==> src/pkg/ebt_defs.vh <==
// constants for the external bus timing configuration block
`ifndef EBT_DEFS_VH
`define EBT_DEFS_VH
`define EBT_OFF_SYSCFG     8'h00
`define EBT_OFF_STATUS     8'h01
`define EBT_OFF_ACCESS     8'h02
`define EBT_POS_WAIT_LO    0
`define EBT_POS_WAIT_HI    3
`define EBT_POS_STRB_DLY   4
`define EBT_POS_TRI_EXT    5
`define EBT_POS_BUS_TYPE_FIELD_LO    6
`define EBT_POS_BUS_TYPE_FIELD_HI    7
`define EBT_POS_SEG_OFF    11
`define EBT_POS_RDY_EN     12
`define EBT_SYSCFG_RESET   16'h0000
`define EBT_SYSCFG_WMASK   16'h7FFF
`define EBT_BUS_TYPE_FIELD_DEMUX     2'h3
`define EBT_BUS_TYPE_FIELD_MUX8      2'h1
`define EBT_BUS_TYPE_FIELD_MUX16     2'h2
`define EBT_OSC_PER_STATE  2
`define EBT_WAIT_MAX       4'hF
`endif

==> src/hdl/ebt_timing.v <==
// external bus timing configuration register and bus cycle timer
//
// The address map and the strobed register port were chosen for this implementation.
`timescale 1ns/10ps
`include "ebt_defs.vh"
module ebt_timing (
    // clock, reset, enable
    input  wire        clk_sys_in,
    input  wire        rst_b_in,
    input  wire        ce_in,
    // register port
    input  wire [7:0]  reg_addr_in,
    input  wire [15:0] reg_wdata_in,
    input  wire        reg_wr_in,
    input  wire        reg_rd_in,
    output reg  [15:0] reg_rdata_out,
    // bus cycle request
    input  wire        cyc_start_in,
    input  wire        cyc_external_in,
    input  wire        ready_b_in,
    output reg         cyc_busy_out,
    output reg         cyc_done_out,
    output reg         addr_latch_out,
    output reg         strobe_out,
    output reg         tristate_out,
    // pin functions
    output reg         seg_addr_en_out,
    output reg         ready_pin_en_out
);
    // one state time is two clock cycles
    localparam ST_IDLE = 3'h0;
    localparam ST_ALE  = 3'h1;
    localparam ST_WAIT = 3'h2;
    localparam ST_RDY  = 3'h3;
    localparam ST_TRI  = 3'h4;

    reg [15:0] syscfg_ff;
    reg [15:0] nxt_syscfg;
    reg [2:0]  state_ff;
    reg [2:0]  nxt_state;
    reg [5:0]  cnt_ff;
    reg [5:0]  nxt_cnt;
    reg        rdy_s1_ff;
    reg        rdy_s2_ff;
    reg        ext_ff;
    reg        nxt_ext;
    reg        delay_ff;
    reg        nxt_delay;
    reg [15:0] nxt_rdata;

    wire [3:0] wait_fld = syscfg_ff[`EBT_POS_WAIT_HI:`EBT_POS_WAIT_LO];
    wire [1:0] bus_type_field     = syscfg_ff[`EBT_POS_BUS_TYPE_FIELD_HI:`EBT_POS_BUS_TYPE_FIELD_LO];
    wire       rdy_en   = syscfg_ff[`EBT_POS_RDY_EN];
    wire       rdy_async = wait_fld[0];

    // cycles for a number of state times
    function [5:0] st2cyc;
        input [4:0] st;
        begin
            st2cyc = {st, 1'b0};
        end
    endfunction

    function [4:0] tri_states;
        input [15:0] cfg;
        reg   [1:0]  bt;
        begin
            bt = cfg[`EBT_POS_BUS_TYPE_FIELD_HI:`EBT_POS_BUS_TYPE_FIELD_LO];
            tri_states = {4'h0, ~cfg[`EBT_POS_TRI_EXT]} +
                {4'h0, (bt == `EBT_BUS_TYPE_FIELD_MUX8) || (bt == `EBT_BUS_TYPE_FIELD_MUX16)};
        end
    endfunction

    // a zero tri-state time skips the tri state, so no empty clock is added
    wire [5:0] tri_cyc  = st2cyc(tri_states(syscfg_ff));
    wire [2:0] tri_next = (tri_cyc == 6'h00) ? ST_IDLE : ST_TRI;

    // async mode adds a two-stage sync; sync mode samples the pin directly
    // the sync stages already hold ready as active high
    wire rdy_seen = rdy_async ? rdy_s2_ff : ~ready_b_in;

    always @* begin
        nxt_syscfg = syscfg_ff;
        if (reg_wr_in && reg_addr_in == `EBT_OFF_SYSCFG) begin
            nxt_syscfg = reg_wdata_in & `EBT_SYSCFG_WMASK;
        end
    end

    always @* begin
        nxt_rdata = 16'h0000;
        if (reg_rd_in) begin
            case (reg_addr_in)
                `EBT_OFF_SYSCFG: nxt_rdata = syscfg_ff;
                `EBT_OFF_STATUS: nxt_rdata = {13'h0000, state_ff};
                `EBT_OFF_ACCESS: nxt_rdata = {10'h000, cnt_ff};
                default:         nxt_rdata = 16'h0000;
            endcase
        end
    end

    always @* begin
        nxt_state = state_ff;
        nxt_cnt   = cnt_ff;
        nxt_ext   = ext_ff;
        nxt_delay = delay_ff;
        case (state_ff)
            ST_IDLE: begin
                if (cyc_start_in) begin
                    nxt_ext   = cyc_external_in;
                    nxt_delay = ~syscfg_ff[`EBT_POS_STRB_DLY];
                    nxt_cnt   = st2cyc(5'h01) - 6'h01;
                    nxt_state = ST_ALE;
                end
            end
            ST_ALE: begin
                if (cnt_ff != 6'h00) begin
                    nxt_cnt = cnt_ff - 6'h01;
                end else if (!ext_ff) begin
                    nxt_state = ST_IDLE;
                end else if (rdy_en) begin
                    nxt_state = ST_RDY;
                end else if (wait_fld == `EBT_WAIT_MAX) begin
                    nxt_cnt   = tri_cyc;
                    nxt_state = tri_next;
                end else begin
                    nxt_cnt   = st2cyc({1'b0, ~wait_fld}) - 6'h01;
                    nxt_state = ST_WAIT;
                end
            end
            ST_WAIT: begin
                if (cnt_ff != 6'h00) begin
                    nxt_cnt = cnt_ff - 6'h01;
                end else begin
                    nxt_cnt   = tri_cyc;
                    nxt_state = tri_next;
                end
            end
            ST_RDY: begin
                // no timeout: a missing ready holds the cycle until reset
                if (rdy_seen) begin
                    nxt_cnt   = tri_cyc;
                    nxt_state = tri_next;
                end
            end
            ST_TRI: begin
                if (cnt_ff > 6'h01) begin
                    nxt_cnt = cnt_ff - 6'h01;
                end else begin
                    nxt_cnt   = 6'h00;
                    nxt_state = ST_IDLE;
                end
            end
            default: nxt_state = ST_IDLE;
        endcase
        if (state_ff == ST_TRI && cnt_ff == 6'h00) begin
            nxt_state = ST_IDLE;
        end
    end

    always @(posedge clk_sys_in or negedge rst_b_in) begin
        if (!rst_b_in) begin
            syscfg_ff        <= `EBT_SYSCFG_RESET;
            state_ff         <= ST_IDLE;
            cnt_ff           <= 6'h00;
            ext_ff           <= 1'b0;
            delay_ff         <= 1'b0;
            rdy_s1_ff        <= 1'b0;
            rdy_s2_ff        <= 1'b0;
            reg_rdata_out    <= 16'h0000;
            cyc_busy_out     <= 1'b0;
            cyc_done_out     <= 1'b0;
            addr_latch_out   <= 1'b0;
            strobe_out       <= 1'b0;
            tristate_out     <= 1'b0;
            seg_addr_en_out  <= 1'b0;
            ready_pin_en_out <= 1'b0;
        end else if (ce_in) begin
            syscfg_ff        <= nxt_syscfg;
            state_ff         <= nxt_state;
            cnt_ff           <= nxt_cnt;
            ext_ff           <= nxt_ext;
            delay_ff         <= nxt_delay;
            rdy_s1_ff        <= ~ready_b_in;
            rdy_s2_ff        <= rdy_s1_ff;
            reg_rdata_out    <= nxt_rdata;
            cyc_busy_out     <= (nxt_state != ST_IDLE);
            cyc_done_out     <= (state_ff != ST_IDLE) && (nxt_state == ST_IDLE);
            addr_latch_out   <= (nxt_state == ST_ALE);
            // delay only trims the strobe's leading half state; its end is fixed
            strobe_out       <= ((nxt_state == ST_ALE) && nxt_ext && !nxt_delay
                                 && nxt_cnt == 6'h00)
                                || (nxt_state == ST_WAIT) || (nxt_state == ST_RDY)
                                || ((state_ff == ST_ALE) && (nxt_state != ST_ALE)
                                    && nxt_state != ST_IDLE);
            tristate_out     <= (nxt_state == ST_TRI);
            seg_addr_en_out  <= ~nxt_syscfg[`EBT_POS_SEG_OFF];
            ready_pin_en_out <= nxt_syscfg[`EBT_POS_RDY_EN];
        end
    end
endmodule

==> config.mk <==
export PLATFORM = sky130hd
export DESIGN_NAME = ebt_timing
export DESIGN_NICKNAME = d
export VERILOG_FILES = /design/src/hdl/ebt_timing.v
export VERILOG_INCLUDE_DIRS = /design/src /design/src/pkg
export SDC_FILE = /design/constraint.sdc
export NUM_CORES = 1
export LEC_CHECK = 0
export BUFFER_PORTS_ARGS = -buffer_cell sky130_fd_sc_hd__buf_2
export CORE_MARGIN = 5
export CORE_UTILIZATION = 59
export CTS_BUF_LIST = sky130_fd_sc_hd__clkbuf_8 sky130_fd_sc_hd__clkbuf_16
export CTS_CLUSTER_DIAMETER = 40
export CTS_CLUSTER_SIZE = 14
export DETAILED_ROUTE_END_ITERATION = 16
export GPL_TIMING_DRIVEN = 0
export PLACE_DENSITY = 0.93
export SYNTH_ARGS = -nofsm -noshare
export SYNTH_HDL_FRONTEND = slang
export SYNTH_SLANG_ARGS = --single-unit
==> constraint.sdc <==
create_clock -name clk_sys_in -period 5.78 [get_ports clk_sys_in]
set_input_delay 0.867 -clock clk_sys_in [delete_from_list [all_inputs] [get_ports clk_sys_in]]
set_output_delay 0.867 -clock clk_sys_in [all_outputs]
set_load 0.005 [all_outputs]
==> key figures, run 1 <==
Layout
  – Layout cells sized above 1: 23.39%
  – Inserted Diodes: 0
  – Area Growth Syn to Fin: 15.48%
  – Design area: 0.003156 mm^2
  – # nets final: approximately 380

Global routing
  – Vias in the first global route: 2354
  – Total global-route track usage: 23.83%
  – Total gr overflow: 0
  – Largest net degree at the start of global routing: 50
  – Initial antenna violation count: 0
  – First-pass GRT wire length: approximately 12000 um

CTS
  – Worst-skew pair later-pin latency: 0.31 ns
  – Hold Buf Count CTS: 0
  – CTS clk-pin slew, worst paths: 0.09 ns
  – TritonCTS buffer count: 5
  – Post-CTS Setup Inserts: 0
  – Maximum buffer depth of the clock tree: 2
  – CTS sink cnt: 49
  – CTS tree: built
  – Post_cts resized: 0
  – H-tree depth: 2
  – Clock root buffer: clkbuf_8

Setup path
  – Worst setup EP type: register
  – CP arrival: around 2.8 ns
  – Critical Path Start Type: input port
  – Crit-path cells: buf_2 -> or4_1 -> nor3_1 -> nand4_1 -> buf_2 -> mux2_1
  – Crit path buf inv count: 2
  – Setup CP Type: in2reg
  – CP most frequent cell: buf_2
  – Critical Path RT: 5.97 ns
  – Worst Path Max Fanout: 10
  – FF-to-FF Start: state_ff[1]$_DFFE_PN0P_
  – R2r setup slk: 3.25 ns
  – Critical-path top delay cell: or4_1
  – Crit. Startpoint: reg_addr_in[5]
  – Delay-heaviest family, CP: simple AND/OR/NAND/NOR gates
  – Crit-path max cell delay: 0.52 ns

Timing
  – Crit path time final: about 2.6 ns
  – Final slew viol count: 0
  – Slew at the pin closest to its max-slew limit: 1.067 ns
  – RSZ-0062 raised after global routing: false
  – # setup viols final: 0
  – Fmax: 386.0 MHz
  – Final Cycle Share: approximately 45%
  – Fin. Hold Viols: 0
  – Setup TNS: 0 ns
  – Worst Skew: roughly 0.012 ns
  – Worst setup margin: around 3.2 ns
  – Rel. slew slack: 28.89%

Synthesis
  – Synth cell types: 52
  – Mapped Area: 0.002733 mm^2
  – Synth Instances: 285
  – FFs w/ async S/R, synth: 100.0%
  – Ys Warns: 0
  – Part of the Yosys area used for sequential elements: 44.87%
  – Syn_nets: 323
  – Top_reg_cell synth: dfrtp_1
  – Synth Register Bits: between 40 and 50
  – Post-synth EDFFs: 0
  – Syn avg cell area: 9.588 um^2

Floorplanning
  – Initial Utilization: between 60% and 70%
  – Die Y: 78.06 um
  – Num rows: 24
  – Die area: 0.006093 mm^2
  – # IOs: 55
  – Core area: 0.004414 mm^2
  – DIE WIDTH: 78.06 um

Min path
  – Hold_sp: syscfg_ff[9]$_DFFE_PN0P_
  – Hold/Removal Path Class: reg2reg

Routing
  – DR WL/cell: 17.42 um
  – First-pass DRT Iterations: 4
  – Vias per inst: 5.985
  – ANT nets after route: 0
  – Vias: 2358
  – Detailed router's first-iteration violation count: 128
  – DRC errors left: 0
  – Routed WL: 6864 um

Status
  – Run status: complete, no violations

Placement
  – DP Area: between 0.003 and 0.004 mm^2
  – GPL Wtd Cong: 0.9379
  – Post-detail-place hpwl: 5103 um
  – Input/output buffers: 49
  – Dpl ws: 2.882 ns

Flow run
  – Max-Cap Viols: 0

Power and ir drop
  – Peak supply drop: 320.9 uV
  – Leakage: 1.497 nW
  – Power Dens Cells: 390.6 mW/mm^2
layer usage:
metal  share of wire, %  wire (um)  global-route usage (%)
met1                 44       3010                   33.04
met2                 47       3255                   36.84
met3                6.0        413                   4.805
met4                2.7        184                   9.291
met5                  0          0                       0
area by class of cell:
type	instances	area, um^2
clock inverter	3	43.79
clock buffer	5	68.82
timing repair buffer	49	245.2
fill	324	1259
sequential	49	1226
multi-input combinational	197	1348
inverter	25	93.84
buffer	14	65.06
tap	52	65.06
tightest hold or removal path: cells and delay by family (launching register included):
| kind | cells | cell delay (ns) |
|---|---|---|
| and+or+nand+nor | 1 | 0.05 |
| DFF | 1 | 0.36 |
| AOI/OAI and AO/OA | 1 | 0.06 |
cell usage after synthesis (2+ instances only):
| cell | n | share of area, % |
|---|---|---|
| or4_1 | 2 | 0.55 |
| nand2_1 | 21 | 2.9 |
| a31oi_1 | 3 | 0.69 |
| nor2_1 | 22 | 3.0 |
| nand4_1 | 3 | 0.69 |
| o21ai_0 | 13 | 2.4 |
| nand2b_1 | 6 | 1.4 |
| mux2_1 | 10 | 4.1 |
| dfrtp_1 | 49 | 45 |
| and3_1 | 2 | 0.46 |
| a221oi_2 | 2 | 1.1 |
| nor2b_1 | 2 | 0.46 |
| mux2i_1 | 9 | 3.3 |
| inv_1 | 25 | 3.4 |
| a21oi_1 | 17 | 3.1 |
| a211oi_1 | 5 | 1.4 |
| o21ai_1 | 9 | 1.6 |
| nor3_1 | 9 | 1.6 |
| ha_1 | 6 | 2.7 |
| nand3_1 | 6 | 1.1 |
| nor4_1 | 2 | 0.46 |
| a21boi_0 | 2 | 0.55 |
| clkbuf_1 | 11 | 1.5 |
| o22ai_1 | 9 | 2.1 |
| mux2_2 | 10 | 4.1 |
| nor3b_1 | 4 | 1.1 |
stage by stage:
| step | cells | hold WS [ns] | util, % | power [mW] |
|---|---|---|---|---|
| floorplan | 285 | 0.4413 | - | 0.8364 |
| global placement | 386 | 0.4524 | 68.93 | 0.9579 |
| detailed placement | 386 | 0.4674 | 68.93 | 0.9706 |
| CTS | 394 | 0.4921 | 71.49 | 1.225 |
| global route | 394 | 0.5259 | 71.49 | 1.317 |
| finish | 394 | 0.4955 | 71.49 | 1.233 |
report_power, final:
group          switching [mW]  internal [mW]
clock                   0.124          0.130
combinational           0.308          0.208
sequential             0.0635          0.399
final timing paths:
path,end,cells after the start
max,syscfg_ff[1]$_DFFE_PN0P_,6
min,reg_rdata_out[9]$_DFFE_PN0P_,2
max reg2reg,strobe_out$_DFFE_PN0P_,8
min reg2reg,reg_rdata_out[9]$_DFFE_PN0P_,2
max in group asynchronous,reg_rdata_out[13]$_DFFE_PN0P_,1
min in group asynchronous,tristate_out$_DFFE_PN0P_,1
registers in the layout, summed over array words and instances (netlist names):
| signal | flops |
|---|---|
| rdy_s1_ff | 1 |
| delay_ff | 1 |
| cyc_done_out | 1 |
| tristate_out | 1 |
| cyc_busy_out | 1 |
| state_ff | 3 |
| strobe_out | 1 |
| rdy_s2_ff | 1 |
| reg_rdata_out | 15 |
| cnt_ff | 6 |
| addr_latch_out | 1 |
| ext_ff | 1 |
| syscfg_ff | 14 |
| ready_pin_en_out | 1 |
| seg_addr_en_out | 1 |
kinds of logic after synthesis:
group / after synthesis / synth area share [%]
compound gates: 71 / 16.85
xor+xnor: 2 / 0.6411
fa+ha+maj: 6 / 2.747
buf+inv: 39 / 5.815
flops: 49 / 44.87
mux: 29 / 11.54
other cells: 1 / 0.1372
simple gates: 88 / 17.40
layout by cell type, fill, tap and decap left out, types with 3 or more instances in the layout:
cell type / count
nor3b_1: 4
mux2_1: 10
o21ai_1: 9
o21ai_0: 13
nand4_1: 3
nor2_1: 22
nand2_1: 21
nor3_1: 9
mux2i_1: 9
buf_2: 50
a211oi_1: 5
clkbuf_8: 5
inv_1: 25
a21oi_1: 17
a31oi_1: 3
clkbuf_1: 11
mux2_2: 10
nand2b_1: 6
nand3_1: 6
o22ai_1: 9
dfrtp_1: 49
ha_1: 6
Note: power is estimated with default switching activity, not from simulation.
==> run 2, diff against run 1 <==
--- a/config.mk
+++ b/config.mk
@@ -8,13 +8,13 @@
 export LEC_CHECK = 0
 export BUFFER_PORTS_ARGS = -buffer_cell sky130_fd_sc_hd__buf_2
 export CORE_MARGIN = 5
-export CORE_UTILIZATION = 59
+export CORE_UTILIZATION = 55
 export CTS_BUF_LIST = sky130_fd_sc_hd__clkbuf_8 sky130_fd_sc_hd__clkbuf_16
 export CTS_CLUSTER_DIAMETER = 40
 export CTS_CLUSTER_SIZE = 14
 export DETAILED_ROUTE_END_ITERATION = 16
 export GPL_TIMING_DRIVEN = 0
-export PLACE_DENSITY = 0.93
+export PLACE_DENSITY = 0.88
 export SYNTH_ARGS = -nofsm -noshare
 export SYNTH_HDL_FRONTEND = slang
 export SYNTH_SLANG_ARGS = --single-unit
==> constraint.sdc (replaced) <==
create_clock -name clk_sys_in -period 2.6 [get_ports clk_sys_in]
set_input_delay 0.39 -clock clk_sys_in [delete_from_list [all_inputs] [get_ports clk_sys_in]]
set_output_delay 0.39 -clock clk_sys_in [all_outputs]
set_load 0.005 [all_outputs]
==> run 2 against run 1 <==
  * Sequential share of layout area increased by 0.077 points
  * Clock-buffer cell count unchanged
  * Largest power group unchanged
  * Via count decreased by 3.1%
  * Critical path type is now reg2reg
  * Die area increased by 6.3%
  * First-iteration DRC count increased by 23%
==> key figures, run 2 (synthesis gave the netlist of run 1 again) <==
Setup path
  – Critical-path top delay cell: dfrtp_1
  – Worst Path Max Fanout: 7
  – Worst setup EP type: register
  – Crit-path cells: inv_1 -> ha_1 -> and3_1 -> a211oi_1 -> o21ai_0 -> a211oi_2 -> nand3_1 -> o21ai_1
  – Setup CP Type: reg2reg
  – CP arrival: 2.71 ns
  – Critical Path RT: 2.84 ns
  – Crit-path max cell delay: 0.51 ns
  – Critical Path Start Type: register

CTS
  – H-tree depth: 2
  – Clock root buffer: clkbuf_8
  – CTS sink cnt: 49
  – Worst-skew pair later-pin latency: approximately 0.31 ns
  – Maximum buffer depth of the clock tree: 2
  – TritonCTS buffer count: 5
  – CTS tree: built
  – CTS clk-pin slew, worst paths: about 0.1 ns
  – Hold Buf Count CTS: 0

Floorplanning
  – # IOs: 55
  – DIE WIDTH: just over 80 um
  – Core area: 0.004786 mm^2
  – Initial Utilization: 57.10%
  – Die area: 0.006478 mm^2
  – Die Y: 80.49 um
  – Num rows: 25

Timing
  – RSZ-0062 raised after global routing: false
  – Crit path time final: 2.464 ns
  – Fmax: a little over 400 MHz
  – # setup viols final: 0
  – Setup TNS: 0 ns
  – Final slew viol count: 0
  – Fin. Hold Viols: 0
  – Rel. slew slack: 29.95%
  – Final Cycle Share: 94.79%
  – Slew at the pin closest to its max-slew limit: approximately 1.1 ns
  – Worst Skew: 0.01379 ns

Global routing
  – Initial antenna violation count: 0
  – Total global-route track usage: 22.47%
  – First-pass GRT wire length: 11070 um
  – Vias in the first global route: 2218
  – Largest net degree at the start of global routing: 50
  – Total gr overflow: 0

Power and ir drop
  – Power Dens Cells: 835.2 mW/mm^2
  – Leakage: between 1 and 1.5 nW
  – Peak supply drop: 583.9 uV

Flow run
  – Max-Cap Viols: 0

Layout
  – # nets final: 378
  – Most common cell after layout, fill and taps aside: buf_2
  – Biggest regs: reg_rdata_out (15), syscfg_ff (14), cnt_ff (6)
  – Max reg flops: 15
  – Largest reg by FF count: reg_rdata_out
  – Non-Filler Instances: 408
  – Area Growth Syn to Fin: 15.25%
  – Inserted Diodes: 0
  – Layout cells sized above 1: roughly a quarter
  – Most frequent cells in the layout: buf_2 (50), dfrtp_1 (49), inv_1 (26)

Routing
  – DR WL/cell: 16.39 um
  – ANT nets after route: 0
  – Detailed router's first-iteration violation count: 157
  – DRC errors left: 0
  – First-pass DRT Iterations: 4
  – Vias: 2286
  – Routed WL: 6686 um
  – Vias per inst: 5.603

Min path
  – Hold/Removal Path Class: in2async

Placement
  – Post-detail-place hpwl: 5057 um
  – Input/output buffers: 49
  – GPL Wtd Cong: 0.9330
  – Placed Cells incl. Taps: 401

Status
  – Run status: complete, no violations
==> run 2: cell type report <==
cell class / instances / area [um^2]
Buffer: 13 / 61.31
Clock buffer: 5 / 68.82
Clock inverter: 3 / 17.52
Fill cell: 385 / 1637
Inverter: 25 / 93.84
Multi-Input combinational cell: 197 / 1353
Sequential cell: 49 / 1226
Tap cell: 67 / 83.83
Timing Repair Buffer: 49 / 245.2
==> run 2: critical path: cells and delay by family, from the launching register on <==
kind                     cells  cell delay [ns]
flip-flops                   1             0.51
AO/OA/AOI/OAI                4             1.09
adder cells (fa/ha/maj)      1             0.31
AND/OR/NAND/NOR              2             0.36
buffers and inverters        1             0.13
==> run 2: power breakdown <==
part	switching [mW]	internal (mW)	leakage, nW
Combinational	0.683	0.462	0.798
Clock	0.270	0.189	0.0497
Sequential	0.141	0.886	0.642
Total	1.09	1.54	1.49
==> run 2: final timing paths <==
path                                           from                       endpoint  slack, ns  depth (start not counted)
max in group asynchronous                  rst_b_in  reg_rdata_out[10]$_DFFE_PN0P_       1.68                          1
min in group clk_sys_in            reg_wdata_in[14]      syscfg_ff[14]$_DFFE_PN0P_       0.29                          2
max                           cnt_ff[0]$_DFFE_PN0P_         strobe_out$_DFFE_PN0P_       0.14                          8
max reg2reg                   cnt_ff[0]$_DFFE_PN0P_         strobe_out$_DFFE_PN0P_       0.14                          8
min                                        rst_b_in       tristate_out$_DFFE_PN0P_       0.26                          1
min reg2reg                cyc_done_out$_DFFE_PN0P_       cyc_done_out$_DFFE_PN0P_       0.49                          2
==> run 2: repair_timing <==
action,in CTS,in global routing
buffers inserted,0,0
setup endpoints to repair,0,2
gates resized for setup,0,1
==> run 2: routing by layer <==
metal	vias up	GRT usage (%)	routed length, um
li1	1118	-	-
met1	1084	31.78	2885
met2	75	34.44	3239
met3	9	4.933	468
met4	0	6.757	92
met5	-	0	0
==> run 2: metrics by stage <==
step | util, % | power (mW) | cell area [um^2] | hold slack, ns | setup slack [ns]
floorplan | - | 1.859 | 2733 | 0.09441 | 0.5231
global route | 65.80 | 2.824 | 3149 | 0.2829 | 0.02325
detailed placement | 63.97 | 2.161 | 3062 | 0.4723 | 0.1629
finish | 65.80 | 2.630 | 3149 | 0.2554 | 0.1356
CTS | 65.78 | 2.621 | 3148 | 0.2837 | 0.1763
global placement | 63.97 | 2.143 | 3062 | 0.4553 | 0.1492
